<file path="src/hw/nvsc_pkg.sv">
package nvsc_pkg;

    // ------------------------------------------------------------
    // Widths
    // ------------------------------------------------------------
    localparam int ADDR_W = 15;
    localparam int DATA_W = 8;
    localparam int TMR_W = 20;

    // ------------------------------------------------------------
    // Clock and device timing
    // ------------------------------------------------------------
    localparam int CLK_PERIOD_NS = 50;
    // Slower grade figures cover the fast grade as well
    localparam int ACCESS_MIN_NS = 45;
    localparam int PWRUP_RECALL_MS = 40;
    localparam real STORE_TIME_COM_MS = 12.5;
    localparam real STORE_TIME_IND_MS = 15.0;
    localparam int SOFT_RECALL_US = 100;
    localparam int SOFT_SEQ_US = 70;

    // Least times round up, waits on device maxima are exact here
    localparam int STROBE_CYC = (ACCESS_MIN_NS + CLK_PERIOD_NS - 1) / CLK_PERIOD_NS;
    localparam int PWRUP_CYC = PWRUP_RECALL_MS * 1000000 / CLK_PERIOD_NS;
    localparam int STORE_CYC_COM = int'(STORE_TIME_COM_MS * 1.0e6 / CLK_PERIOD_NS)
                                   + SOFT_SEQ_US * 1000 / CLK_PERIOD_NS;
    localparam int STORE_CYC_IND = int'(STORE_TIME_IND_MS * 1.0e6 / CLK_PERIOD_NS)
                                   + SOFT_SEQ_US * 1000 / CLK_PERIOD_NS;
    localparam int RECALL_CYC = (SOFT_RECALL_US + SOFT_SEQ_US) * 1000 / CLK_PERIOD_NS;

    // ------------------------------------------------------------
    // Software command address sequence
    // ------------------------------------------------------------
    localparam int SEQ_LEN = 6;
    localparam logic [ADDR_W-1:0] SEQ_ADDR0 = 15'h0E38;
    localparam logic [ADDR_W-1:0] SEQ_ADDR1 = 15'h31C7;
    localparam logic [ADDR_W-1:0] SEQ_ADDR2 = 15'h03E0;
    localparam logic [ADDR_W-1:0] SEQ_ADDR3 = 15'h3C1F;
    localparam logic [ADDR_W-1:0] SEQ_ADDR4 = 15'h303F;
    localparam logic [ADDR_W-1:0] SEQ_STORE = 15'h0FC0;
    localparam logic [ADDR_W-1:0] SEQ_RECALL = 15'h0C63;

    // ------------------------------------------------------------
    // Reset values
    // ------------------------------------------------------------
    localparam logic [ADDR_W-1:0] ADDR_RST = 15'h0000;
    localparam logic [DATA_W-1:0] DATA_RST = 8'h00;

    // ------------------------------------------------------------
    // Types
    // ------------------------------------------------------------
    typedef enum logic [1:0] {
        OP_READ = 2'h0,
        OP_WRITE = 2'h1,
        OP_STORE = 2'h2,
        OP_RECALL = 2'h3
    } nvsc_op_t;

    typedef enum logic [5:0] {
        ST_OFF = 6'b00_0001,
        ST_IDLE = 6'b00_0010,
        ST_SETUP = 6'b00_0100,
        ST_STROBE = 6'b00_1000,
        ST_HOLD = 6'b01_0000,
        ST_NVWAIT = 6'b10_0000
    } nvsc_state_t;

endpackage

</file>
<file path="src/hw/nvsc_host_ctrl.sv">
// Operation
// - Write strobe stays high through every read access of the array.
// - Command sequence uses chip-select-controlled reads, one select per access.
// - Six consecutive reads in exact order, write strobe high throughout.
// - Each sequence read lasts at least 25 ns or 45 ns per grade.
// - Order 0E38,31C7,03E0,3C1F,303F then 0FC0 store or 0C63 recall.
// - Write when select and strobe low; address stable whole write.
`timescale 1ns/1ps
module nvsc_host_ctrl
    import nvsc_pkg::*;
#(
    parameter int unsigned PWRUP_WAIT_CYC = nvsc_pkg::PWRUP_CYC,
    parameter int unsigned STORE_WAIT_CYC = nvsc_pkg::STORE_CYC_IND
) (
    // Clock and reset
    input wire logic core_clk,
    input wire logic rst_n,
    // Supply monitor
    input wire logic vcc_ok,
    // User command port
    input wire logic cmd_valid,
    input wire nvsc_pkg::nvsc_op_t cmd_op,
    input wire logic [nvsc_pkg::ADDR_W-1:0] cmd_addr,
    input wire logic [nvsc_pkg::DATA_W-1:0] cmd_wdata,
    output logic cmd_ready,
    // User response port
    output logic rsp_valid,
    output logic [nvsc_pkg::DATA_W-1:0] rsp_rdata,
    output logic busy,
    // Memory pins
    output logic mem_ce_n,
    output logic mem_we_n,
    output logic mem_oe_n,
    output logic [nvsc_pkg::ADDR_W-1:0] mem_addr,
    output logic [nvsc_pkg::DATA_W-1:0] mem_dq_out,
    output logic mem_dq_oe,
    input wire logic [nvsc_pkg::DATA_W-1:0] mem_dq_in
);
    import nvsc_pkg::*;

    // ------------------------------------------------------------
    // Sequence address lookup
    // ------------------------------------------------------------
    function automatic logic [ADDR_W-1:0] seq_addr(input logic [2:0] idx, input logic recall);
        logic [ADDR_W-1:0] a;
        a = SEQ_ADDR0;
        case (idx)
            3'h0: a = SEQ_ADDR0;
            3'h1: a = SEQ_ADDR1;
            3'h2: a = SEQ_ADDR2;
            3'h3: a = SEQ_ADDR3;
            3'h4: a = SEQ_ADDR4;
            3'h5: a = recall ? SEQ_RECALL : SEQ_STORE;
            default: a = SEQ_ADDR0;
        endcase
        return a;
    endfunction

    // ------------------------------------------------------------
    // State
    // ------------------------------------------------------------
    nvsc_state_t state_r;
    nvsc_state_t state_nxt;
    nvsc_op_t op_r;
    logic [2:0] seq_idx_r;
    logic [ADDR_W-1:0] addr_r;
    logic [DATA_W-1:0] wdata_r;
    logic user_nv_r;
    logic cmd_ready_r;
    logic rsp_valid_r;
    logic [DATA_W-1:0] rdata_r;
    logic busy_r;
    logic ce_n_r;
    logic we_n_r;
    logic oe_n_r;
    logic [ADDR_W-1:0] pin_addr_r;
    logic [DATA_W-1:0] dq_out_r;
    logic dq_oe_r;

    // ------------------------------------------------------------
    // Decode
    // ------------------------------------------------------------
    logic accept;
    logic is_seq;
    logic is_write;
    logic is_read;
    logic seq_last;
    logic tmr_expired;
    logic tmr_start;
    logic [TMR_W-1:0] tmr_load;
    logic strobe_done;
    logic nv_done;
    logic [ADDR_W-1:0] pin_addr_nxt;
    logic ce_n_nxt;
    logic we_n_nxt;
    logic oe_n_nxt;
    logic dq_oe_nxt;
    logic rsp_nxt;
    logic [TMR_W-1:0] strobe_load;
    logic [TMR_W-1:0] pwrup_load;
    logic [TMR_W-1:0] nv_load;

    // Commands only taken in idle with supply good
    assign accept = (state_r == ST_IDLE) && cmd_valid && cmd_ready_r && vcc_ok;
    assign is_seq = (op_r == OP_STORE) || (op_r == OP_RECALL);
    assign is_write = (op_r == OP_WRITE);
    assign is_read = (op_r == OP_READ);
    assign seq_last = (seq_idx_r == 3'(SEQ_LEN - 1));
    assign strobe_done = (state_r == ST_STROBE) && tmr_expired;
    assign nv_done = (state_r == ST_NVWAIT) && tmr_expired;

    // Timer loads: N-1 gives N cycles
    assign strobe_load = TMR_W'(STROBE_CYC - 1);
    assign pwrup_load = TMR_W'(PWRUP_WAIT_CYC - 1);
    assign nv_load = (op_r == OP_RECALL) ? TMR_W'(RECALL_CYC - 1) : TMR_W'(STORE_WAIT_CYC - 1);

    // Strobe length covers cycle time of both grades
    assign tmr_start = (state_r == ST_SETUP)
                    || ((state_r == ST_OFF) && vcc_ok)
                    || ((state_r == ST_HOLD) && is_seq && seq_last);
    // Power-up wait from supply crossing; nonvolatile wait after last read
    assign tmr_load = (state_r == ST_SETUP) ? strobe_load :
                      (state_r == ST_OFF) ? pwrup_load : nv_load;

    // ------------------------------------------------------------
    // Next state
    // ------------------------------------------------------------
    // Low supply drops everything: device ignores accesses meanwhile
    always_comb begin
        state_nxt = state_r;
        case (state_r)
            ST_OFF: begin
                if (vcc_ok) begin
                    state_nxt = ST_NVWAIT;
                end
            end
            ST_IDLE: begin
                if (accept) begin
                    state_nxt = ST_SETUP;
                end
            end
            ST_SETUP: state_nxt = ST_STROBE;
            ST_STROBE: begin
                if (tmr_expired) begin
                    state_nxt = ST_HOLD;
                end
            end
            ST_HOLD: begin
                // Sequence reads follow back to back, nothing in between
                if (is_seq && !seq_last) begin
                    state_nxt = ST_SETUP;
                end else if (is_seq) begin
                    state_nxt = ST_NVWAIT;
                end else begin
                    state_nxt = ST_IDLE;
                end
            end
            ST_NVWAIT: begin
                // No access may start until the device is done
                if (tmr_expired) begin
                    state_nxt = ST_IDLE;
                end
            end
            default: state_nxt = ST_OFF;
        endcase
        if (!vcc_ok) begin
            state_nxt = ST_OFF;
        end
    end

    // ------------------------------------------------------------
    // Pin next values
    // ------------------------------------------------------------
    // Sequence address carries only 13 meaningful bits; bit 13 is set in 31C7, 3C1F and 303F
    assign pin_addr_nxt = (state_nxt == ST_SETUP) ?
                          (accept ? cmd_addr : (is_seq ? seq_addr(seq_idx_r + 3'h1, op_r == OP_RECALL) : addr_r))
                          : pin_addr_r;
    // One select pulse per access
    assign ce_n_nxt = (state_nxt != ST_STROBE);
    // Strobe low from setup: select falls with strobe low, outputs stay off
    assign we_n_nxt = !(((state_nxt == ST_SETUP) && (accept ? (cmd_op == OP_WRITE) : is_write))
                     || ((state_nxt == ST_STROBE) && is_write));
    // Gate only on array reads; sequence reads leave the bus alone
    assign oe_n_nxt = !((state_nxt == ST_STROBE) && is_read);
    assign dq_oe_nxt = !we_n_nxt;
    assign rsp_nxt = ((state_r == ST_HOLD) && !is_seq) || (nv_done && user_nv_r);

    // ------------------------------------------------------------
    // Command capture
    // ------------------------------------------------------------
    // Sequence starts at its first address
    always_ff @(posedge core_clk or negedge rst_n) begin
        if (!rst_n) begin
            op_r <= OP_READ;
            addr_r <= ADDR_RST;
            wdata_r <= DATA_RST;
            seq_idx_r <= 3'h0;
            user_nv_r <= 1'b0;
        end else begin
            if (accept) begin
                op_r <= cmd_op;
                addr_r <= ((cmd_op == OP_STORE) || (cmd_op == OP_RECALL)) ? SEQ_ADDR0 : cmd_addr;
                wdata_r <= cmd_wdata;
                seq_idx_r <= 3'h0;
                user_nv_r <= (cmd_op == OP_STORE) || (cmd_op == OP_RECALL);
            end else if ((state_r == ST_HOLD) && is_seq && !seq_last) begin
                seq_idx_r <= seq_idx_r + 3'h1;
            end
            if (state_r == ST_OFF) begin
                user_nv_r <= 1'b0;
            end
        end
    end

    // ------------------------------------------------------------
    // Control and pins
    // ------------------------------------------------------------
    // Pins registered so the memory sees clean edges
    always_ff @(posedge core_clk or negedge rst_n) begin
        if (!rst_n) begin
            state_r <= ST_OFF;
            ce_n_r <= 1'b1;
            we_n_r <= 1'b1;
            oe_n_r <= 1'b1;
            pin_addr_r <= ADDR_RST;
            dq_out_r <= DATA_RST;
            dq_oe_r <= 1'b0;
            cmd_ready_r <= 1'b0;
            rsp_valid_r <= 1'b0;
            busy_r <= 1'b1;
        end else begin
            state_r <= state_nxt;
            ce_n_r <= ce_n_nxt;
            we_n_r <= we_n_nxt;
            oe_n_r <= oe_n_nxt;
            pin_addr_r <= (accept && ((cmd_op == OP_STORE) || (cmd_op == OP_RECALL))) ? SEQ_ADDR0 : pin_addr_nxt;
            dq_out_r <= accept ? cmd_wdata : wdata_r;
            dq_oe_r <= dq_oe_nxt;
            cmd_ready_r <= (state_nxt == ST_IDLE);
            rsp_valid_r <= rsp_nxt;
            busy_r <= (state_nxt != ST_IDLE);
        end
    end

    // Read data taken on the last strobe cycle
    always_ff @(posedge core_clk or negedge rst_n) begin
        if (!rst_n) begin
            rdata_r <= DATA_RST;
        end else if (strobe_done && is_read) begin
            rdata_r <= mem_dq_in;
        end
    end

    // ------------------------------------------------------------
    // Shared wait timer
    // ------------------------------------------------------------
    nvsc_wait_timer #(
        .W(TMR_W)
    ) u_timer (
        .core_clk(core_clk),
        .rst_n(rst_n),
        .start(tmr_start),
        .load(tmr_load),
        .expired(tmr_expired)
    );

    // ------------------------------------------------------------
    // Outputs
    // ------------------------------------------------------------
    assign cmd_ready = cmd_ready_r;
    assign rsp_valid = rsp_valid_r;
    assign rsp_rdata = rdata_r;
    assign busy = busy_r;
    assign mem_ce_n = ce_n_r;
    assign mem_we_n = we_n_r;
    assign mem_oe_n = oe_n_r;
    assign mem_addr = pin_addr_r;
    assign mem_dq_out = dq_out_r;
    assign mem_dq_oe = dq_oe_r;

endmodule // nvsc_host_ctrl

</file>
<file path="src/hw/nvsc_wait_timer.sv">
`timescale 1ns/1ps
module nvsc_wait_timer #(
    parameter int W = 20
) (
    // Clock and reset
    input wire logic core_clk,
    input wire logic rst_n,
    // Load side
    input wire logic start,
    input wire logic [W-1:0] load,
    // Status
    output logic expired
);

    logic [W-1:0] cnt_r;
    logic [W-1:0] cnt_nxt;
    logic expired_r;

    // Load wins over counting; stops at zero
    assign cnt_nxt = start ? load : ((cnt_r != '0) ? cnt_r - 1'b1 : cnt_r);
    assign expired = expired_r;

    // Expired rises the edge the count reaches zero, so a load of N-1 spans N cycles
    always_ff @(posedge core_clk or negedge rst_n) begin
        if (!rst_n) begin
            cnt_r <= '0;
            expired_r <= 1'b0;
        end else begin
            cnt_r <= cnt_nxt;
            expired_r <= (cnt_nxt == '0);
        end
    end

endmodule // nvsc_wait_timer

</file>
<file path="config.mk">
export PLATFORM = sky130hd
export DESIGN_NAME = nvsc_host_ctrl
export DESIGN_NICKNAME = d
export VERILOG_FILES = /design/src/hw/nvsc_pkg.sv /design/src/hw/nvsc_host_ctrl.sv /design/src/hw/nvsc_wait_timer.sv
export SDC_FILE = /design/constraint.sdc
export NUM_CORES = 1
export LEC_CHECK = 0
export CORE_MARGIN = 2
export CORE_UTILIZATION = 30
export CTS_CLUSTER_SIZE = 40
export DETAILED_ROUTE_END_ITERATION = 7
export DONT_BUFFER_PORTS = 1
export PLACE_DENSITY = 0.53
export SLEW_MARGIN = 20
export SYNTH_ARGS = -nofsm -noshare
export SYNTH_HDL_FRONTEND = slang
export SYNTH_HIERARCHICAL = 1
export SYNTH_SLANG_ARGS = --single-unit
</file>
<file path="constraint.sdc">
create_clock -name core_clk -period 4.2 [get_ports core_clk]
set_input_delay 0.84 -clock core_clk [delete_from_list [all_inputs] [get_ports core_clk]]
set_output_delay 0.84 -clock core_clk [all_outputs]
set_load 0.01 [all_outputs]
</file>
==> flow_summary_export.csv, run 1 <==
group,metric,value,unit
sta,worst_pin_slew,824,ps
sta,final_hold_viol_count,0,
synth,synth_flop_cell,"dfrtp_1",
clock_tree,clock_latency,340,ps
detailed_routing,firstDrtPassIters,4,
floorplan,core-area,14600,um^2
final_layout,antennaDiodeCount,0,
detailed_routing,wl,11.2,mm
sta,fin_setup_tns,0,ps
sta,fin_crit,3670,ps
synth,avgSynthCellArea,9.25,um^2
clock_tree,tritoncts,"done",
setup_path,critical_path_class,"reg -> reg",
final_layout,finalNonFillerCells,677,
floorplan,start_util,0.309,
final_layout,fin_nets,532,
final_layout,syn2layout_area_growth,11.6,%
floorplan,chipHeight,127,um
sta,fin_skew,4.85,ps
global_route,grt_pass1_vias,3623,
synth,yosysSeqAreaShare,0.473,
synth,netlist-cell-type-count,65,
floorplan,die_area,16000,um^2
setup_path,worst_ep_arrival_time,3920,ps
clock_tree,clockRootBuffer,"clkbuf_16",
placed_design,hpwl,7.94,mm
power_and_ir_drop,ir_worst_vdd,187,uV
setup_path,rrSetupSlack,530,ps
setup_path,start_kind,"flop",
floorplan,io_pins,75,
synth,synth_edf_count,0,
clock_tree,post_cts_buffers,0,
setup_path,crit_fanout,11,
clock_tree,clock_sinks,85,
global_route,grt-ovfl-total,0,
clock_tree,hold_buffers,0,
setup_path,required,4450,ps
clock_tree,htree_levels,3,
sta,relSlewSlack,0.451,
detailed_routing,drc,0,
sta,maxSlewViolCount,0,
power_and_ir_drop,leakage,2.11,nW
setup_path,worst_setup_path_end_kind,"flop",
power_and_ir_drop,powerDensity,510,nW/um^2
final_layout,fillers,1474,
sta,finalSetupViolations,0,
placed_design,place_area,4690,um^2
detailed_routing,drt-initial-drc-count,217,
synth,synthCells,488,
final_layout,layout-drive-gt1-share,0.116,
clock_tree,ctsResizeCount,0,
job,maxCapViolCount,0,
placed_design,dp_slack,551,ps
floorplan,rows,44,
floorplan,die_w,127,um
detailed_routing,ant_nets,0,
synth,syn_area,4510,um^2
detailed_routing,avgRoutedWirePerCell,16.5,um
clock_tree,numCtsBuffers,9,
worst_hold_path,hp-class,"in -> async",
synth,async_reset_ff_frac,1.00,
sta,min_period_over_period,0.873,
sta,rsz0062_at_grt,"false",
clock_tree,clockBufferDepth,2,
global_route,grt_pass1_wl,18.7,mm
outcome,status,"complete, no violations",
placed_design,place.gp.congestion,0.920,
global_route,track_usage,0.146,
placed_design,placed_cells,661,
detailed_routing,via_per_inst,5.29,
global_route,grt_max_degree,86,
final_layout,final_area,5030,um^2
placed_design,portBuffers,0,
sta,fmax,0.273,GHz
detailed_routing,vias,3581,
global_route,antenna_found_initial,0,
synth,synth_seq_cells,85,
clock_tree,clk_pin_slew_worst_paths,60,ps
sta,fin_ws,531,ps
synth,yosys_warnings,6,
## cells in the mapped netlist (7+ instances only)
cell | n | share of area
nor3_1 | 14 | 0.016
buf_2 | 10 | 0.011
a21oi_1 | 16 | 0.018
o211ai_1 | 7 | 0.012
nand3_1 | 7 | 0.0078
clkbuf_1 | 8 | 0.0067
nor2b_1 | 7 | 0.0097
nand2_1 | 78 | 0.065
and2_1 | 8 | 0.011
inv_1 | 23 | 0.019
nand4_1 | 7 | 0.0097
nor4_1 | 9 | 0.012
ha_1 | 7 | 0.019
nor2_1 | 51 | 0.042
dfrtp_1 | 80 | 0.44
a31oi_1 | 9 | 0.012
o21ai_0 | 33 | 0.037
mux2_2 | 9 | 0.022
o31ai_1 | 8 | 0.013
## path summary, 6_finish.rpt
| kind | startpoint | end | cells past startpoint |
|---|---|---|---|
| max reg2reg | state_r[1]$_DFF_PN0_ | u_timer/expired$_DFF_PN0_ | 11 |
| min reg2reg | addr_r[8]$_DFFE_PN0P_ | addr_r[8]$_DFFE_PN0P_ | 2 |
| min | rst_n | mem_addr[13]$_DFFE_PN0P_ | 0 |
| min in group core_clk | addr_r[8]$_DFFE_PN0P_ | addr_r[8]$_DFFE_PN0P_ | 2 |
| max | state_r[1]$_DFF_PN0_ | u_timer/expired$_DFF_PN0_ | 11 |
| max in group asynchronous | rst_n | state_r[0]$_DFF_PN1_ | 0 |
## flip-flops by register name, summed over array words and instances (netlist names)
signal           count
u_timer/cnt_r       20
rsp_valid            1
mem_ce_n             1
mem_addr            15
mem_we_n             1
user_nv_r            1
seq_idx_r            3
cmd_ready            1
op_r                 2
state_r              6
addr_r              14
rsp_rdata            8
busy                 1
mem_dq_oe            1
mem_oe_n             1
u_timer/expired      1
mem_dq_out           8
## logic make-up (layout without fill, tap and decap cells)
family                   after synthesis  after routing  synth area share
XOR/XNOR                              12             12            0.0233
AO/OA/AOI/OAI                        106            106             0.155
other                                  1              4          0.000831
flip-flops                            85             85             0.473
AND/OR/NAND/NOR                      221            221             0.257
multiplexers                          10             10            0.0247
buffers and inverters                 46             48            0.0477
adder cells (fa/ha/maj)                7              7            0.0194
## critical path, cell delays in order (launching register included)
cell      delay, ps
dfrtp_1         460
nor4_1          510
and2_1          280
a21oi_1          60
o21ai_1         430
buf_4           300
nand2b_1         80
o31ai_1          70
a31oi_1          90
or4_1           500
or4b_1          550
nor4_2          250
## power breakdown
| part | switching, W | internal [W] | leakage [nW] |
|---|---|---|---|
| Sequential | 0.000156 | 0.000922 | 1.08 |
| Combinational | 0.000333 | 0.000241 | 0.869 |
| Clock | 0.000316 | 0.000597 | 0.167 |
| Total | 0.000805 | 0.00176 | 2.11 |
## stage by stage
step	total power (W)	util	hold slack, ps
detailed placement	0.00166	0.322	464
global route	0.00271	0.345	174
floorplan	0.00150	-	447
global placement	0.00165	0.322	461
CTS	0.00259	0.345	187
finish	0.00257	0.345	197
## metal layers
layer / track usage / part of all wire
met1: 0.181 / 0.43
met2: 0.238 / 0.48
met3: 0.0472 / 0.068
met4: 0.0530 / 0.022
met5: 0 / 0
## final cells by class
| class | count | area (um^2) | area share |
|---|---|---|---|
| clock buffer | 12 | 246 | 0.0490 |
| clock inverter | 4 | 95.1 | 0.0189 |
| inverter | 23 | 86.3 | 0.0172 |
| multi-input combinational | 360 | 2170 | 0.432 |
| sequential | 85 | 2130 | 0.424 |
| tap | 184 | 230 | 0.0457 |
| timing repair buffer | 9 | 67.6 | 0.0134 |
## cells in the final DEF (no fill, tap or decap), types with 8 or more instances in the layout
| master | synthesis | routed |
|---|---|---|
| nor4_1 | 9 | 9 |
| inv_1 | 23 | 23 |
| nor2_1 | 51 | 51 |
| buf_4 | 1 | 9 |
| clkbuf_16 | 0 | 9 |
| a31oi_1 | 9 | 9 |
| and2_1 | 8 | 8 |
| nor3_1 | 14 | 14 |
| nand2_1 | 78 | 78 |
| o21ai_0 | 33 | 32 |
| mux2_2 | 9 | 9 |
| dfrtp_1 | 80 | 80 |
| a21oi_1 | 16 | 16 |
| o31ai_1 | 8 | 8 |
No activity file was read; power rests on OpenSTA's default activity.
==> inputs of run 2 (changes only) <==
- SYNTH_HIERARCHICAL: 1 -> unset
==> run 2 against run 1 <==
  * Sequential power is 13% lower
  * Synthesized cell count down 8.8%
  * Global-route usage decreased by 0.057 points
  * Clock-buffer cell count decreased by 2
  * First-iteration DRC count is 9.7% higher
  * Worst setup slack improved by 670 ps
  * Core utilization decreased by 0.32 points
  * Sequential share of layout area is 2.7 points higher
  * Clock skew increased by 3.3 ps
  * Routed wire length is 7.5% lower
  * Cell count down 7.5%
  * Clock power is 4.9% lower
==> flow_summary_export.csv, run 2 <==
group,metric,value,unit
synth,syn-num-nets,489,
synth,yosys_warnings,0,
clock_tree,clockBufferDepth,2,
placed_design,hpwl,7.27,mm
synth,synth.area.top_cells,"dfrtp_1 47%, nand2_1 6.1%, o21ai_0 3.4%",
sta,maxSlewViolCount,0,
synth,yosysSeqAreaShare,0.505,
synth,synth_common_cells,"80 x dfrtp_1, 69 x nand2_1, 37 x nor2_1",
synth,synth_flop_cell,"dfrtp_1",
final_layout,top_register,"u_timer.cnt_r",
final_layout,fin_nets,485,
floorplan,chipHeight,123,um
final_layout,fillers,1410,
clock_tree,post_cts_buffers,0,
final_layout,largest_register_ffs,20,
sta,rsz0062_at_grt,"false",
synth,yosysTopAreaCellShare,0.474,
sta,hold_ws,184,ps
sta,relSlewSlack,0.467,
setup_path,crit_fanout,13,
setup_path,worst_ep_arrival_time,3280,ps
detailed_routing,avgRoutedWirePerCell,16.5,um
final_layout,layout_commonest_cell,"dfrtp_1",
placed_design,portBuffers,0,
clock_tree,clockRootBuffer,"clkbuf_16",
synth,synth_seq_cells,85,
final_layout,layout_common_cells,"80 x dfrtp_1, 69 x nand2_1, 37 x nor2_1",
floorplan,io_pins,75,
synth,avgSynthCellArea,9.50,um^2
detailed_routing,drt-initial-drc-count,238,
synth,async_reset_ff_frac,1.00,
power_and_ir_drop,ir_worst_vdd,183,uV
synth,netlist-cell-type-count,58,
floorplan,start_util,0.306,
synth,synth_most_common_cell,"dfrtp_1",
synth,syn_area,4230,um^2
clock_tree,ctsResizeCount,0,
global_route,grt_pass1_vias,3255,
final_layout,syn2layout_area_growth,11.9,%
outcome,status,"complete, no violations",
setup_path,worst_setup_path_end_kind,"flop",
final_layout,antennaDiodeCount,0,
sta,min_period_over_period,0.713,
power_and_ir_drop,leakage,2.04,nW
synth,synthCells,445,
setup_path,r2r_cells,7,
placed_design,place.gp.congestion,0.914,
setup_path,start_kind,"flop",
detailed_routing,vias,3309,
clock_tree,htree_levels,3,
sta,fin_crit,2990,ps
clock_tree,clock_sinks,85,
floorplan,die_w,123,um
final_layout,layout-drive-gt1-share,0.0964,
global_route,antenna_found_initial,0,
detailed_routing,via_per_inst,5.29,
detailed_routing,firstDrtPassIters,4,
clock_tree,clock_latency,350,ps
job,maxCapViolCount,0,
sta,fin_skew,8.19,ps
detailed_routing,wl,10.3,mm
synth,yosys.area.top_type,"dfrtp_1",
worst_hold_path,hp-class,"in -> async",
sta,worst_pin_slew,797,ps
synth,synth_edf_count,0,
global_route,grt_max_degree,86,
clock_tree,numCtsBuffers,9,
sta,fmax,0.334,GHz
floorplan,die_area,15000,um^2
sta,fin_setup_tns,0,ps
clock_tree,tritoncts,"done",
global_route,grt-ovfl-total,0,
power_and_ir_drop,powerDensity,436,nW/um^2
detailed_routing,ant_nets,0,
setup_path,required,4490,ps
global_route,grt_pass1_wl,16.9,mm
global_route,track_usage,0.145,
floorplan,core-area,13800,um^2
setup_path,critical_path_class,"reg -> reg",
setup_path,rr_endpoint,"u_timer.expired$_DFF_PN0_",
sta,final_hold_viol_count,0,
clock_tree,clk_pin_slew_worst_paths,70,ps
detailed_routing,drc,0,
setup_path,rr_startpoint,"state_r[0]$_DFF_PN1_",
floorplan,rows,43,
setup_path,rrSetupSlack,1210,ps
clock_tree,hold_buffers,0,
sta,finalSetupViolations,0,
-- run 2: cell types whose count changed in the layout (fill, tap and decap cells not counted), sizes merged, moves of 5 or more --
cell / delta
a211o: -5
a21oi: +9
and2: -5
buf: -5
nand2: -8
nand4: -6
nor2: -14
nor3b: +5
nor4: -6
o21ai: -9
o22ai: +5
-- run 2: worst max path at each step --
stage / cells after the start / startpoint / slack (ps) / to
6_report: 7 / state_r[0]$_DFF_PN1_ / 1210 / u_timer.expired$_DFF_PN0_
4_1_cts: 7 / state_r[0]$_DFF_PN1_ / 1200 / u_timer.expired$_DFF_PN0_
5_1_grt: 9 / u_timer.cnt_r[0]$_DFF_PN0_ / 1000 / u_timer.expired$_DFF_PN0_
2_1_floorplan: 8 / state_r[0]$_DFF_PN1_ / 1420 / u_timer.expired$_DFF_PN0_
3_5_place_dp: 7 / state_r[0]$_DFF_PN1_ / 1220 / u_timer.expired$_DFF_PN0_
3_3_place_gp: 7 / state_r[0]$_DFF_PN1_ / 1230 / u_timer.expired$_DFF_PN0_
-- run 2: through the flow --
stage	cells	power [W]	area (um^2)	utilization	setup WS, ps
detailed placement	610	0.00120	4400	0.319	1220
floorplan	445	0.00114	4230	-	1420
global route	626	0.00216	4730	0.342	1000
global placement	610	0.00120	4400	0.319	1230
CTS	626	0.00208	4730	0.342	1200
finish	626	0.00206	4730	0.342	1210
-- run 2: cell families (layout without fill, tap and decap cells) --
group	count (synthesis)	after routing	synth area share
simple gates	183	183	0.219
compound gates	110	110	0.167
flops	85	85	0.505
buf+inv	37	38	0.0346
xor+xnor	12	12	0.0249
mux	11	11	0.0287
fa+ha+maj	7	7	0.0207
-- run 2: metal layers --
layer / vias up / GRT usage / part of all wire
li1: 1589 / - / -
met1: 1603 / 0.187 / 0.45
met2: 104 / 0.227 / 0.47
met3: 13 / 0.0400 / 0.062
met4: 0 / 0.0647 / 0.020
met5: - / 0 / 0
-- run 2: final cells by class --
cell class                 instances  area, um^2  area share
multi-input combinational        323        1950       0.412
sequential                        85        2130       0.451
tap                              180         225      0.0476
clock inverter                     6        93.8      0.0199
clock buffer                      10         229      0.0484
inverter                          18        67.6      0.0143
timing repair buffer               4        30.0     0.00635
-- run 2: worst max-delay path, stage by stage, from the launching register on --
cell and delay (ps):
dfstp_2 580, or4b_4 480, or4b_4 630, nand3_4 210, a21oi_2 50, or4_1 560, nor4b_2 230, o2111a_1 190
-- run 2: report_power, final --
| part | total [W] | internal [W] | switching [W] |
|---|---|---|---|
| Clock | 0.000868 | 0.000526 | 0.000341 |
| Combinational | 0.000252 | 0.000104 | 0.000148 |
| Sequential | 0.000939 | 0.000874 | 0.0000652 |
==> inputs of run 3 (changes only) <==
- PLACE_DENSITY: 0.53 -> 0.54
- clock period: 4.2 -> 2.7 ns (I/O delays scaled with it)
==> run 3 against run 2 <==
  * The flow now finishes with violations (setup timing)
  * Routed wire length increased by 4.3%
  * Flip-flop and latch count did not move
  * Cell area rose by 6.0%
==> flow_summary_export.csv, run 3 (synthesized netlist as in run 2, its figures left out) <==
group,metric,value,unit
final_layout,fillers,1387,
sta,fin_ws,-1.70,ps
outcome,failed_checks,"setup timing",
outcome,status,"finished with violations",
global_route,busiest_layer,"met2",
global_route,grt_max_degree,81,
detailed_routing,firstDrtPassIters,4,
clock_tree,clockRootBuffer,"clkbuf_16",
sta,maxSlewViolCount,0,
sta,worst_pin_slew,506,ps
final_layout,layout-drive-gt1-share,0.173,
global_route,gr-usage-met1,0.206,
detailed_routing,vias,3356,
clock_tree,post_cts_buffers,0,
final_layout,fin_nets,519,
setup_path,crit_fanout,4,
sta,fmax,0.370,GHz
clock_tree,clk_pin_slew_worst_paths,70,ps
detailed_routing,wl,10.8,mm
global_route,track_usage,0.154,
global_route,grt_pass1_vias,3349,
setup_path,cp-startpoint,"state_r[0]$_DFF_PN1_",
global_route,antenna_found_initial,0,
floorplan,rows,43,
clock_tree,clockBufferDepth,2,
power_and_ir_drop,power,0.00326,W
clock_tree,clock_sinks,85,
sta,relSlewSlack,0.654,
global_route,use_met2,0.232,
detailed_routing,ant_nets,0,
global_route,grt_pass1_wl,17.7,mm
floorplan,die_area,15000,um^2
floorplan,start_util,0.306,
setup_path,cpMostUsedCell,"or4b_4",
floorplan,chipHeight,123,um
placed_design,portBuffers,0,
setup_path,cp_slowest_cell,"or4b_4",
final_layout,layout_common_cells,"80 x dfrtp_1, 69 x nand2_1, 37 x nor2_1, 37 x buf_4, 29 x o21ai_0",
setup_path,critical_path_class,"reg -> reg",
final_layout,layout_commonest_cell,"dfrtp_1",
setup_path,rr_startpoint,"state_r[0]$_DFF_PN1_",
final_layout,top_register,"u_timer.cnt_r",
detailed_routing,drt-initial-drc-count,196,
setup_path,start_kind,"flop",
floorplan,core-area,13800,um^2
placed_design,place.gp.congestion,0.896,
clock_tree,tritoncts,"done",
detailed_routing,drc,0,
clock_tree,clock_latency,350,ps
power_and_ir_drop,powerDensity,652,nW/um^2
detailed_routing,avgRoutedWirePerCell,16.3,um
setup_path,required,2990,ps
setup_path,critPathMaxStageDelay,550,ps
power_and_ir_drop,leakage,2.22,nW
setup_path,crit_chain,"or4b_4, or4b_4, nand3_4, a21oi_2, or4_4, nor4b_2, o2111a_1",
final_layout,antennaDiodeCount,0,
setup_path,worst_setup_path_end_kind,"flop",
final_layout,syn2layout_area_growth,18.5,%
setup_path,worst_ep_arrival_time,2990,ps
final_layout,largest_register_ffs,20,
sta,final_hold_viol_count,0,
sta,fin_skew,11.1,ps
floorplan,die_w,123,um
clock_tree,numCtsBuffers,9,
sta,finalSetupViolations,1,
power_and_ir_drop,ir_worst_vdd,315,uV
sta,hold_ws,32.4,ps
placed_design,dp_slack,6.47,ps
sta,rsz0062_at_grt,"true",
job,maxCapViolCount,0,
global_route,grt-ovfl-total,0,
clock_tree,htree_levels,3,
placed_design,hpwl,7.73,mm
detailed_routing,via_per_inst,5.08,
sta,min_period_over_period,1.00,
global_route,met3_usage,0.0395,
worst_hold_path,hp-class,"in -> async",
sta,fin_crit,2700,ps
floorplan,io_pins,75,
-- run 3: stage by stage --
| step | cell area, um^2 | TNS, ps | cells | utilization |
|---|---|---|---|---|
| after floorplan | 4230 | -81.2 | 445 | - |
| after global placement | 4650 | 0 | 643 | 0.336 |
| after detailed placement | 4650 | 0 | 643 | 0.336 |
| after CTS | 4990 | -21.7 | 660 | 0.361 |
| after global routing | 5010 | -75.5 | 660 | 0.362 |
| final | 5010 | -1.70 | 660 | 0.362 |
-- run 3: layout make-up --
cell class                      instances  area [um^2]  share of cell area
Sequential cell                        85         2130               0.426
Multi-Input combinational cell        323         1970               0.393
Timing Repair Buffer                   38          305              0.0610
Clock buffer                           10          239              0.0477
Tap cell                              180          225              0.0450
Clock inverter                          6         68.8              0.0137
Inverter                               18         67.6              0.0135
-- run 3: what timing repair did --
action | CTS | global route
hold buffers | 1 | 0
gates cloned | 0 | 0
hold endpoints to repair | 80 | 0
setup endpoints to repair | 1 | 8
resized for setup | 1 | 4
-- run 3: metal layers --
metal,part of all wire,vias up
met5,0,-
met4,0.021,0
met3,0.058,17
met2,0.46,74
met1,0.46,1610
li1,-,1655
-- run 3: worst max-delay path, delay by kind of cell (launching register included) --
family,cells,cell delay [ps]
and+or+nand+nor,5,1880
DFF,1,530
AOI/OAI and AO/OA,2,240
-- run 3: report_power, final --
group | internal, W | switching [W] | total (W)
sequential | 0.00136 | 0.0000909 | 0.00145
clock | 0.000749 | 0.000555 | 0.00130
combinational | 0.000230 | 0.000279 | 0.000510
total | 0.00234 | 0.000925 | 0.00326
-- run 3: final timing paths --
kind / to / slack (ps) / cells after the start
setup / recovery: u_timer.expired$_DFF_PN0_ / -2 / 7
setup reg to reg: u_timer.expired$_DFF_PN0_ / -2 / 7
min in group core_clk: op_r[0]$_DFFE_PN0P_ / 300 / 2
hold / removal: mem_we_n$_DFF_PN1_ / 30 / 0
max in group asynchronous: addr_r[8]$_DFFE_PN0P_ / 2270 / 1
hold reg to reg: addr_r[0]$_DFFE_PN0P_ / 470 / 1
